==> config.mk <==
export PLATFORM = sky130hd
export DESIGN_NAME = raat_core
export DESIGN_NICKNAME = d
export VERILOG_FILES = /design/src/rtl/raat_pkg.sv /design/src/rtl/raat_core.sv
export SDC_FILE = /design/constraint.sdc
export NUM_CORES = 1
export LEC_CHECK = 0
export ABC_AREA = 1
export BUFFER_PORTS_ARGS = -buffer_cell sky130_fd_sc_hd__buf_2
export CAP_MARGIN = 10
export CORE_ASPECT_RATIO = 0.75
export CORE_UTILIZATION = 40
export DETAILED_ROUTE_END_ITERATION = 16
export PLACE_DENSITY = 0.63
export SLEW_MARGIN = 20
export SYNTH_ARGS = -nofsm -noshare
export SYNTH_HDL_FRONTEND = slang
export SYNTH_SLANG_ARGS = --single-unit
==> constraint.sdc <==
create_clock -name mclk -period 1.8 [get_ports mclk]
set_clock_uncertainty 0.15 [all_clocks]
set_input_delay 0.09 -clock mclk [delete_from_list [all_inputs] [get_ports mclk]]
set_output_delay 0.09 -clock mclk [all_outputs]
set_load 0.05 [all_outputs]
==> src/rtl/raat_pkg.sv <==
package raat_pkg;

	// Air-side packet types seen by the transaction handler.
	typedef enum logic [1:0]
	{
		RAAT_PKT_DATA = 2'h0,
		RAAT_PKT_ACK = 2'h1
	} raat_pkt_kind_t;

	// Header of a received packet, reported by the demodulator.
	typedef struct packed
	{
		logic [1:0] kind;
		logic [1:0] packet_identifier;
		logic has_payload;
		logic crc_ok;
	} raat_rx_hdr_t;

	// Header of a packet handed to the modulator.
	typedef struct packed
	{
		logic [1:0] kind;
		logic [1:0] packet_identifier;
		logic has_ctrl;
		logic has_crc;
		logic has_payload;
	} raat_tx_hdr_t;

	// Event flags seen by the controller.
	typedef struct packed
	{
		logic rx_data_ready_flag;
		logic tx_data_sent_flag;
		logic retry_limit_flag;
	} raat_flags_t;

	localparam int RAAT_IDENT_W = 2;
	localparam int RAAT_RETRY_W = 4;
	localparam logic [RAAT_IDENT_W-1:0] RAAT_IDENT_RST = 2'h0;
	localparam logic [RAAT_IDENT_W-1:0] RAAT_IDENT_STEP = 2'h1;
	localparam logic [RAAT_RETRY_W-1:0] RAAT_RETRY_ZERO = 4'h0;
	localparam logic [RAAT_RETRY_W-1:0] RAAT_RETRY_STEP = 4'h1;
	localparam int RAAT_CTRL_FIELD_BITS = 9;
	localparam int RAAT_CLK_MHZ = 20;
	localparam int RAAT_ACK_WAIT_US = 250;
	localparam int RAAT_ACK_WAIT_CYC = RAAT_ACK_WAIT_US * RAAT_CLK_MHZ;

endpackage
==> src/rtl/raat_core.sv <==
`timescale 1ns/1ps
// Behaviour
// - Receiver flags data; transmitter flags sent on acknowledge, or at the end of the send for legacy packets.
// - After sending, listen; resend if slot expires.
// - Address detected keeps receive until packet ends.
// - Retransmitted packet after loss: flag and acknowledge.
// - Acknowledge with payload sets sent and ready.
// - Receiver ack payload sent after next new packet.
// - Duplicate identifier discarded but still acknowledged.
// - Retries past limit end with retry limit flag.
// - Failed payload stays in transmit FIFO.
// - Legacy packets omit the 9 bit control field.
// - Legacy checksum present only when crc enabled.
module raat_core
	import raat_pkg::*;
#(
	parameter int ACK_WAIT_CYC = RAAT_ACK_WAIT_CYC
)
(
	// Clock and reset.
	input wire logic mclk,
	input wire logic rst_n,
	// Controller configuration.
	input wire logic primary_transmitter,
	input wire logic chip_enable,
	input wire logic auto_ack_enable,
	input wire logic crc_enable,
	input wire logic [RAAT_RETRY_W-1:0] retry_limit_setting,
	input wire logic tx_fifo_has_payload,
	input wire logic ack_payload_pending,
	input wire logic [2:0] flag_clear,
	// Controller status.
	output raat_flags_t flags,
	output logic irq,
	output logic [RAAT_RETRY_W-1:0] retry_count,
	output logic tx_fifo_pop,
	output logic ack_payload_pop,
	output logic rx_fifo_push,
	// Radio front end.
	output logic tx_start,
	output raat_tx_hdr_t tx_hdr,
	input wire logic tx_done,
	output logic rx_on,
	input wire logic rx_addr_match,
	input wire logic rx_valid,
	input wire raat_rx_hdr_t rx_hdr
);

	// ==========================================================
	// Transaction state.
	typedef enum logic [4:0]
	{
		S_IDLE = 5'h01,
		S_SEND = 5'h02,
		S_WAIT = 5'h04,
		S_GRAB = 5'h08,
		S_DONE = 5'h10
	} raat_state_t;

	localparam int WAIT_W = $clog2(ACK_WAIT_CYC + 1);
	localparam logic [WAIT_W-1:0] WAIT_LAST = WAIT_W'(ACK_WAIT_CYC - 1);
	localparam logic [WAIT_W-1:0] WAIT_ZERO = '0;

	raat_state_t state_ff, nxt_state;
	logic [WAIT_W-1:0] wait_ff;
	logic [RAAT_RETRY_W-1:0] retry_ff;
	logic [RAAT_IDENT_W-1:0] tx_ident_ff;
	logic [RAAT_IDENT_W-1:0] last_rx_ident_ff;
	logic seen_rx_ff;
	logic ce_q_ff;
	logic ack_pay_out_ff;
	logic legacy;
	logic ce_rise;
	logic good_rx;
	logic ack_rx;
	logic data_rx;
	logic dup_rx;
	logic ev_ready, ev_sent, ev_limit;

	assign legacy = !auto_ack_enable;
	assign ce_rise = chip_enable && !ce_q_ff;
	assign good_rx = rx_valid && (rx_hdr.crc_ok || (legacy && !crc_enable));
	assign ack_rx = good_rx && rx_hdr.kind == RAAT_PKT_ACK;
	assign data_rx = good_rx && rx_hdr.kind == RAAT_PKT_DATA;
	// Duplicates only exist where identifiers are carried.
	assign dup_rx = data_rx && !legacy && seen_rx_ff
		&& rx_hdr.packet_identifier == last_rx_ident_ff;

	// ==========================================================
	// Transmitter sequencing.
	always_comb
	begin
		nxt_state = state_ff;
		case (state_ff)
			S_IDLE:
			begin
				// A fresh enable edge restarts a left-over payload too.
				if (primary_transmitter && ce_rise && tx_fifo_has_payload)
					nxt_state = S_SEND;
			end
			S_SEND:
			begin
				if (tx_done)
					nxt_state = legacy ? S_DONE : S_WAIT;
			end
			S_WAIT:
			begin
				if (ack_rx)
					nxt_state = S_DONE;
				else if (rx_addr_match)
					nxt_state = S_GRAB;
				else if (wait_ff == WAIT_LAST)
					nxt_state = (retry_ff >= retry_limit_setting) ? S_IDLE : S_SEND;
			end
			S_GRAB:
			begin
				if (ack_rx)
					nxt_state = S_DONE;
				else if (rx_valid)
					nxt_state = (retry_ff >= retry_limit_setting) ? S_IDLE : S_SEND;
			end
			S_DONE:
				nxt_state = S_IDLE;
			default:
				nxt_state = S_IDLE;
		endcase
	end

	always_ff @(posedge mclk or negedge rst_n)
	begin
		if (!rst_n)
			state_ff <= S_IDLE;
		else
			state_ff <= nxt_state;
	end

	always_ff @(posedge mclk or negedge rst_n)
	begin
		if (!rst_n)
			ce_q_ff <= 1'b0;
		else
			ce_q_ff <= chip_enable;
	end

	always_ff @(posedge mclk or negedge rst_n)
	begin
		if (!rst_n)
			wait_ff <= WAIT_ZERO;
		else if (state_ff == S_WAIT)
			wait_ff <= wait_ff + 1'b1;
		else
			wait_ff <= WAIT_ZERO;
	end

	// Retry count restarts with each new sequence.
	always_ff @(posedge mclk or negedge rst_n)
	begin
		if (!rst_n)
			retry_ff <= RAAT_RETRY_ZERO;
		else if (state_ff == S_IDLE && nxt_state == S_SEND)
			retry_ff <= RAAT_RETRY_ZERO;
		else if ((state_ff == S_WAIT || state_ff == S_GRAB) && nxt_state == S_SEND)
			retry_ff <= retry_ff + RAAT_RETRY_STEP;
	end

	// The identifier advances only once a payload leaves the FIFO.
	always_ff @(posedge mclk or negedge rst_n)
	begin
		if (!rst_n)
			tx_ident_ff <= RAAT_IDENT_RST;
		else if (state_ff == S_DONE)
			tx_ident_ff <= tx_ident_ff + RAAT_IDENT_STEP;
	end

	// ==========================================================
	// Receiver duplicate tracking and ack payload ownership.
	always_ff @(posedge mclk or negedge rst_n)
	begin
		if (!rst_n)
		begin
			last_rx_ident_ff <= RAAT_IDENT_RST;
			seen_rx_ff <= 1'b0;
		end
		else if (!primary_transmitter && data_rx)
		begin
			last_rx_ident_ff <= rx_hdr.packet_identifier;
			seen_rx_ff <= 1'b1;
		end
	end

	always_ff @(posedge mclk or negedge rst_n)
	begin
		if (!rst_n)
			ack_pay_out_ff <= 1'b0;
		else if (!primary_transmitter && data_rx && !legacy)
			// An acknowledge resent for a duplicate may carry a freshly queued payload.
			ack_pay_out_ff <= ack_payload_pending || (dup_rx && ack_pay_out_ff);
	end

	// ==========================================================
	// Events and sticky flags.
	assign ev_ready = primary_transmitter
		? (ack_rx && rx_hdr.has_payload && state_ff inside {S_WAIT, S_GRAB})
		: (data_rx && !dup_rx);
	assign ev_sent = primary_transmitter ? (state_ff == S_DONE)
		: (data_rx && !dup_rx && ack_pay_out_ff);
	assign ev_limit = primary_transmitter && state_ff inside {S_WAIT, S_GRAB}
		&& nxt_state == S_IDLE;

	// A set in the same cycle as its clear wins.
	always_ff @(posedge mclk or negedge rst_n)
	begin
		if (!rst_n)
			flags <= '0;
		else
		begin
			flags.rx_data_ready_flag <= ev_ready || (flags.rx_data_ready_flag && !flag_clear[2]);
			flags.tx_data_sent_flag <= ev_sent || (flags.tx_data_sent_flag && !flag_clear[1]);
			flags.retry_limit_flag <= ev_limit || (flags.retry_limit_flag && !flag_clear[0]);
		end
	end

	assign irq = |flags;

	// ==========================================================
	// Front end and FIFO strobes.
	always_ff @(posedge mclk or negedge rst_n)
	begin
		if (!rst_n)
			tx_hdr <= '0;
		else if (nxt_state == S_SEND)
		begin
			tx_hdr.kind <= RAAT_PKT_DATA;
			tx_hdr.packet_identifier <= tx_ident_ff;
			tx_hdr.has_ctrl <= !legacy;
			tx_hdr.has_crc <= !legacy || crc_enable;
			tx_hdr.has_payload <= 1'b1;
		end
		else if (!primary_transmitter && data_rx && !legacy)
		begin
			tx_hdr.kind <= RAAT_PKT_ACK;
			tx_hdr.packet_identifier <= rx_hdr.packet_identifier;
			tx_hdr.has_ctrl <= 1'b1;
			tx_hdr.has_crc <= 1'b1;
			tx_hdr.has_payload <= ack_payload_pending;
		end
	end

	always_ff @(posedge mclk or negedge rst_n)
	begin
		if (!rst_n)
			tx_start <= 1'b0;
		else
			tx_start <= (state_ff != S_SEND && nxt_state == S_SEND)
				|| (!primary_transmitter && data_rx && !legacy);
	end

	assign rx_on = primary_transmitter ? (state_ff inside {S_WAIT, S_GRAB}) : chip_enable;
	// The payload leaves only on success; a failure keeps it queued.
	assign tx_fifo_pop = state_ff == S_DONE;
	assign ack_payload_pop = ev_sent && !primary_transmitter;
	assign rx_fifo_push = ev_ready && (!primary_transmitter || rx_hdr.has_payload);
	assign retry_count = retry_ff;

endmodule

## Word-level counts from Yosys, hierarchy flattened

Index checks and enable logic that the tools add are counted.

| operators by class | value |
|---|---|
| add/sub/neg operators | 3 |
| order comparisons | 1 |
| shifts and indexed selects | 0 |
| div/mod/pow operators | 0 |
| eq/ne operators | 11 |
| mux-type cells | 18 |
| bitwise gates (word level) | 0 |
| reductions and logical operators | 49 |
| multiply operators | 0 |

Operators with widths:

| kind | number |
|---|---|
| $mux 5 | 8 |
| $logic_and 1x1->1 | 27 |
| $pmux 5 s4 | 1 |
| $mux 7 | 2 |
| $add 13x1->13 const B | 1 |
| $eq 13x13->1 const B | 1 |
| $mux 13 | 1 |
| $eq 5x1->1 const B | 2 |
| $eq 5x2->1 const B | 2 |
| $logic_or 1x1->1 | 9 |
| $logic_not 1->1 | 8 |
| $mux 4 | 2 |
| $reduce_bool 2->1 | 3 |
| $eq 5x3->1 const B | 1 |
| $eq 5x4->1 const B | 1 |
| $eq 5x5->1 const B | 1 |
| $ne 5x2->1 const B | 1 |
| $add 4x1->4 const B | 1 |
| $ge 4x4->1 | 1 |
| $mux 1 | 3 |
| $reduce_or 3->1 | 1 |
| $add 2x1->2 const B | 1 |
| $eq 2x1->1 const B | 1 |
| $eq 2x2->1 | 1 |
| other kinds (2) | 2 |

| word-level totals | value |
|---|---|
| word-level logic and storage cells | 99 |
| memories kept | 0 |
| bits in registers | 40 |
| latch bits | 0 |
| memory bits (writable) | 0 |
| output and inout port bits | 20 |
| bits in read-only memories | 0 |

## Logic depth before layout (Yosys ltp)

Gate-level depths: netlist (run 1).

| logic depth | value |
|---|---|
| depth after elaboration | 13 |
| gate-level depth with buffers | 13 |
| depth with buffers taken out | 13 |

## Least setup slack after synthesis (run 1)

Ideal clock, no wire load.

| path | value |
|---|---|
| path kind | register to register |
| from | register retry_ff[0] (netlist: retry_count[0]) |
| to | register tx_hdr[1] (netlist name) |
| setup slack | -305 ps |
| stages on the path, launching flop included | 10 |
| path buffers | 0 |
| data required time | 1527 ps |
| clock period less this slack | 2105 ps |
| arrival time | 1832 ps |
| cells stage by stage | dfrtp_1 inv_1 ha_1 nand4_1 nand3_1 nor2_1 a21oi_4 nand3_1 o21ai_0 nand2_1 |

| between the ends | value |
|---|---|
| cells in the longest elaborated chain, start to end | 8 |
| elaborated cells on any way between the ends | 11 |
| classes of those cells | order compare (1); eq/ne (1); mux (8); reduce/logical (1) |

RTL lines:

| item | line | source |
|---|---|---|
| from (decl) | raat_core.sv:66 | `logic [RAAT_RETRY_W-1:0] retry_ff;` |
| from (signal assigned) | raat_core.sv:163 | `retry_ff <= retry_ff + RAAT_RETRY_STEP;` |
| $ge 4x4->1 (*) | raat_core.sv:113, raat_core.sv:120 |  |
| $mux 2 (*) | raat_core.sv:113, raat_core.sv:120 |  |
| $mux 5 | raat_core.sv:112 | `else if (wait_ff == WAIT_LAST)` |
| $mux 5 | raat_core.sv:110 | `else if (rx_addr_match)` |
| $mux 5 | raat_core.sv:108 | `if (ack_rx)` |
| $pmux 5 s4 (*) | raat_core.sv:94 | `case (state_ff)` |
| $eq 5x2->1 (*) | raat_core.sv:231 | `else if (nxt_state == S_SEND)` |
| $mux 7 or $reduce_bool 2->1 (tied branches) | n/a |  |
| to (decl) | raat_core.sv:41 | `output raat_tx_hdr_t tx_hdr,` |

Every way passes the cells marked *; elsewhere a longest branch is shown, timed or not.
A chain may end at the register's enable or synchronous reset.

## Final worst setup path (run 1)

| path | value |
|---|---|
| from | register state_ff[1] |
| to | register retry_ff[2] (netlist: retry_count[2]) |

| between the ends | value |
|---|---|
| cells in the longest elaborated chain, start to end | 7 |
| elaborated cells on any way between the ends | 18 |
| classes of those cells | eq/ne (5); mux (9); reduce/logical (4) |

RTL lines:

| item | line | source |
|---|---|---|
| from (decl) | raat_core.sv:64 | `raat_state_t state_ff, nxt_state;` |
| from (signal assigned) | raat_core.sv:134 | `state_ff <= nxt_state;` |
| $mux 5 | raat_core.sv:112 |  |
| $mux 5 | raat_core.sv:110 |  |
| $mux 5 | raat_core.sv:108 |  |
| $pmux 5 s4 (*) | raat_core.sv:94 |  |
| via nxt_state[1] | raat_core.sv:64 |  |
| $eq 5x2->1 (*) | raat_core.sv:160, raat_core.sv:162 |  |
| $logic_and 1x1->1, on equally long branches | raat_core.sv:160, raat_core.sv:162 |  |
| $mux 4 or $reduce_bool 2->1 (tied branches) | n/a |  |

The timed path passes the listed nets; every way through them passes the cells marked *.

==> qor.csv, run 1 <==
metric;value;unit
status;finished, violations left;
failing checks;setup timing;
#FFs+latches synth;39;
initial antenna violation count;0;
Vias/cell;4.85;
crit path max fanout;5;
CTS buffer count;5;
vias in the first global route;1956;
die area;5680;µm²
Top Ports;44;
first-pass GRT wire length;9.01;mm
Total GRT Usage;20.9;%
total gr overflow;0;
Setup WS post-layout;-55.8;ps
Worst setup EP type;register;
Top delay family on crit path;simple AND/OR/NAND/NOR gates;
HP Class;in2reg;
commonest non-fill, non-tap cells in the layout;nand2_1, buf_2, dfrtp_1;
Fmax;539;MHz
Reg2Reg Launch Point;state_ff[1];
Residual DRC;0;
max-cap violation count;0;
Crit Path Class;reg2reg;
Fill cells;433;
drt wl/cell;13.2;µm
Worst-Skew Late Latency;290;ps
Hold EP;flags[1];
ys async rst share;100;%
Max Slew Vio Count;0;
# nets final;389;
Worst-path clk slew;80;ps
via count;2096;
total power;0.00275;W
drt total wl;5.69;mm
CP max stage cell;dfrtp_1;
# diodes;0;
share of cells above drive strength 1;41.1;%
Critical Path RT;1830;ps
EDFF count, synth;0;
Ys Warns;0;
fin util;63.8;%
Final min period;1860;ps
reg-to-reg slack, setup;-60;ps
Reg2Reg Depth;11;
Die Wd;86.7;µm
Core ar.;5040;µm²
TritonCTS Sinks;39;
P_leak;1.62;nW
synthesized cell area;2150;µm²
CP arrival;1890;ps
Worst setup SP type;register;
Cell variety after synth;37;
Initial Util;42.7;%
CP Cell Sequence;nor2_4 -> nand4_1 -> buf_4 -> inv_4 -> nand2_4 -> inv_4 -> nand3_4 -> nand2_8 -> nand2_8 -> nand2_1 -> nand2_1;
Pre-antenna DRT Iters;4;
post-synthesis cell count;261;
1st-iter DRT viols;154;
RR Endpoint;retry_count[2];
PD cells;854;nW/µm²
Die H;65.5;µm
H-tree lvl count;2;
clock buffer depth;2;
synthesized net count;291;
Crit path buffers/inverters;3;
Final setup viols;7;
site row count;22;
Final GP Congestion;0.750;
commonest non-fill, non-tap cell in the layout;nand2_1;
synthesized area per cell;8.24;µm²
period utilization;103;%
largest net degree at the start of global routing;23;
Min-Delay Path Depth;3;
Routed Antenna Nets;0;
Worst VDD drop;349;µV
DPL Wire Length;3.75;mm
CP startpoint;state_ff[1];
hold_sp;primary_transmitter;
Seq/Total Area, Yosys;45.4;%
area of the multi-input gates;1210;µm²
Reg area;982;µm²
RSZ-0062 raised after global routing;true;
Root Buffer Master;clkbuf_8;
Max stage delay on crit path;420;ps
Final Hold Viols;0;
dominant synthesized flop cell;dfrtp_1;
TritonCTS clock tree;done;
port bufs;42;
synth-to-layout area growth;49.4;%
-- worst reg2reg max path, delay by kind of cell (launching register included) --
kind                   cells  cell delay, ps
DFF                        1             420
and+or+nand+nor            8             870
buffers and inverters      3             300
-- per-stage QoR --
step	hold WS (ps)	std cells	setup slack, ps	cell area, µm²	setup TNS [ps]
4_1_cts	5.91	418	-34.7	2940	-134
5_1_grt	51.7	432	-138	3210	-1230
3_5_place_dp	-61.4	388	-44.3	2600	-369
6_report	59.8	432	-55.8	3210	-262
2_1_floorplan	-356	261	-82.7	2210	-704
3_3_place_gp	-57.8	388	-12.3	2600	-55.6
-- cell usage after synthesis, drive strengths merged, types with 3 or more instances --
master   n  area, µm²
nor2    26        115
o21ai   12       60.1
or2      3       18.8
nor3     6       35.0
inv     43        161
nand3b   6       45.0
ha       6       75.1
nand3   17        115
nand2   63        268
a21oi   13       76.3
dfrtp   38        951
nand4   12       81.3
xor2     5       43.8
-- cell families (layout without fill, tap and decap cells) --
logic type	Yosys count	in the layout	synth area share, %
other	1	1	0.174
flip-flops	39	39	45.4
adder cells (fa/ha/maj)	6	6	3.49
buffers and inverters	44	141	7.85
AO/OA/AOI/OAI	31	31	8.73
AND/OR/NAND/NOR	134	136	31.9
XOR/XNOR	6	6	2.44
-- sequential cells by signal (all words and copies together), names as in the netlist --
signal            cells
tx_start              1
retry_count           4
state_ff              5
tx_hdr                6
seen_rx_ff            1
wait_ff              13
tx_ident_ff           2
flags                 3
ce_q_ff               1
ack_pay_out_ff        1
last_rx_ident_ff      2
-- final cells by class --
cell class	count	share of cell area, %
timing repair buffer	90	20.7
sequential	39	30.6
clock buffer	8	3.11
multi-input combinational	180	37.7
inverter	43	5.18
tap	72	2.80
-- power by group --
group	internal, W	switching (W)
Clock	0.000350	0.000302
Combinational	0.000409	0.000626
Sequential	0.000987	0.0000715
Total	0.00175	0.000999
-- worst max-delay path by stage --
stage	endpoint	depth (start not counted)
CTS	rx_fifo_push	8
detailed placement	retry_count[0]	10
global route	retry_count[1]	11
global placement	retry_count[2]	10
floorplan	tx_hdr[4]	10
finish	retry_count[2]	11
-- repair_timing --
item	4_1_cts	5_1_grt
setup buffers	6	16
pin swaps	5	20
endpoints found under the hold margin	34	0
resized for setup	8	46
hold buffers	14	0
cloned	2	1
endpoints found under the setup margin	12	17
-- per-layer routing --
layer	part of all wire (%)	track usage [%]	up-vias
met5	0	0	-
met4	1.4	4.38	0
met3	6.5	6.78	11
met2	44	31.4	70
met1	48	29.5	971
li1	-	-	1044
(Power assumes the default switching activity.)
==> inputs of run 2 (changes only) <==
==> constraint.sdc (replaced) <==
create_clock -name mclk -period 1.57 [get_ports mclk]
set_clock_uncertainty 0.15 [all_clocks]
set_input_delay 0.0785 -clock mclk [delete_from_list [all_inputs] [get_ports mclk]]
set_output_delay 0.0785 -clock mclk [all_outputs]
set_load 0.05 [all_outputs]
==> qor.csv, run 2 (synthesis results as in run 1) <==
metric;value;unit;change
TritonCTS clock tree;done;;
Die Wd;86.7;µm;unchanged
Crit path buffers/inverters;2;;-1
largest registers;wait_ff x13, tx_hdr x6, state_ff x5;;
Worst VDD drop;452;µV;+30%
Routed Antenna Nets;0;;unchanged
CP arrival;1640;ps;-250 ps
die area;5680;µm²;unchanged
Max Slew Vio Count;0;;unchanged
Pre-antenna DRT Iters;4;;unchanged
P_leak;1.73;nW;+6.5%
share of power burned in combinational logic;36.5;%;-1.2 points
M1 WL;2.90;mm;+6.0%
total gr overflow;0;;unchanged
Worst-Skew Late Latency;300;ps;about the same
CP max stage cell;dfrtp_1;;
first-pass GRT wire length;9.57;mm;+6.2%
met3 wire length;324;µm;-12%
Initial Util;42.7;%;unchanged
Vias/cell;4.75;;-2.1%
synth-to-layout area growth;58.1;%;
largest net degree at the start of global routing;40;;+74%
DR WL met2;2.52;mm;+0.44%
hold_sp;primary_transmitter;;
Reg2Reg Depth;12;;+1
commonest non-fill, non-tap cell in the layout;nand2_1;;
Min-Delay Path Depth;3;;unchanged
Max stage delay on crit path;420;ps;about the same
Final setup viols;22;;+15
Top delay family on crit path;simple AND/OR/NAND/NOR gates;;
DPL Wire Length;3.92;mm;+4.7%
Net Sw Frac;36.7;%;+0.32 points
commonest non-fill, non-tap cells in the layout;nand2_1, buf_4, buf_2;;
Residual DRC;0;;unchanged
cell area after layout;3400;µm²;+5.8%
RSZ-0062 raised after global routing;true;;
net switching power;0.00115;W;+15%
Worst setup SP type;register;;
share of power burned in registers;39.1;%;+0.5 points
RR Endpoint;retry_count[1];;
Die H;65.5;µm;unchanged
CP Cell Sequence;nor2_4 -> nand4_1 -> nand2_2 -> nand2_2 -> inv_2 -> nand3_2 -> nand2_2 -> buf_8;;
Worst-path clk slew;80;ps;about the same
Top reg by flops;wait_ff;;
Largest register FFs;13;;unchanged
Top Ports;44;;unchanged
drt total wl;5.82;mm;+2.3%
initial antenna violation count;0;;unchanged
reg-to-reg slack, setup;-270;ps;-210 ps
TritonCTS Sinks;39;;unchanged
Final min period;1870;ps;
status;finished, violations left;;
dpl cell area;2790;µm²;+7.2%
Post-Place Worst Slack;-289;ps;-245 ps
# nets final;403;;+3.6%
Root Buffer Master;clkbuf_8;;
crit path max fanout;4;;-1
Setup WS post-layout;-300;ps;-244 ps
vias in the first global route;1991;;+1.8%
via count;2119;;+1.1%
Power Internal;0.00197;W;+13%
Clock Power Share;24.4;%;+0.7 points
drt wl/cell;13.1;µm;-0.91%
HP Class;in2reg;;
Reg2Reg Launch Point;retry_count[1];;
H-tree lvl count;2;;unchanged
1st-iter DRT viols;159;;+3.2%
Fmax;535;MHz;
Hold EP;flags[1];;
CTS buffer count;5;;unchanged
Total GRT Usage;22.4;%;+1.5 points
Fill cells;392;;-9.5%
Final GP Congestion;0.821;;+9.5%
clock buffer depth;2;;unchanged
failing checks;setup timing;;
setup TNS;-3890;ps;-3630 ps
cell repeated most along the worst path;nand2_2;;
port bufs;42;;unchanged
Crit Path Class;reg2out;;
Core ar.;5040;µm²;unchanged
max-cap violation count;0;;unchanged
share of cells above drive strength 1;46.3;%;+5.1 points
Final Hold Viols;0;;unchanged
# diodes;0;;unchanged
period utilization;119;%;
Worst setup EP type;primary output;;
Critical Path RT;1340;ps;-490 ps
site row count;22;;unchanged
fin util;67.5;%;+3.7 points
PD cells;918;nW/µm²;+7.5%
Top Metal Used;met4;;
==> run 2: layout make-up <==
type	instances	area (µm²)	share of cell area (%)
Multi-Input combinational cell	179	1270	37.2
Sequential cell	39	983	28.9
Timing Repair Buffer	105	795	23.4
Inverter	43	161	4.75
Clock buffer	7	96.3	2.83
Tap cell	72	90.1	2.65
Clock inverter	1	7.51	0.221
==> run 2: repair_timing <==
action	4_1_cts	5_1_grt
resized for setup	35	31
hold buffers	13	0
endpoints found under the setup margin	25	29
buffers inserted	7	7
cloned	1	0
hold endpoints to repair	53	0
pin swaps	15	17
==> run 2: power by group through the flow <==
stage,clock network (W),logic [W],registers [W]
2_1_floorplan,0,0.000340,0.00150
3_3_place_gp,0,0.000951,0.00122
3_5_place_dp,0,0.000957,0.00123
4_1_cts,0.000778,0.00106,0.00121
5_1_grt,0.000820,0.00124,0.00123
6_report,0.000760,0.00114,0.00122
==> run 2: routing by layer <==
metal  global-route usage (%)  vias up
li1                         -     1072
met1                     33.6      965
met2                     33.3       73
met3                     4.02        9
met4                     5.63        0
met5                        0        -
==> run 2: how the worst max path moves through the flow <==
stage	start	end	cells past startpoint
2_1_floorplan	retry_count[2]	tx_hdr[4]	10
3_3_place_gp	retry_count[1]	retry_count[3]	11
3_5_place_dp	retry_count[1]	retry_count[3]	11
4_1_cts	state_ff[1]	rx_fifo_push	8
5_1_grt	state_ff[1]	rx_fifo_push	8
6_report	state_ff[1]	rx_fifo_push	8
==> run 2: tightest hold or removal path: cells and delay by family <==
kind                   cells  cell delay (ps)
buffers and inverters      2              210
AOI/OAI and AO/OA          1              120
==> run 2: per-stage QoR <==
stage | hold WS, ps | total power [W] | std cells
after floorplan | -367 | 0.00184 | 261
after global placement | -85.6 | 0.00217 | 411
after detailed placement | -84.4 | 0.00218 | 411
after CTS | 20.2 | 0.00305 | 440
after global routing | 33.8 | 0.00329 | 446
final | 19.7 | 0.00312 | 446
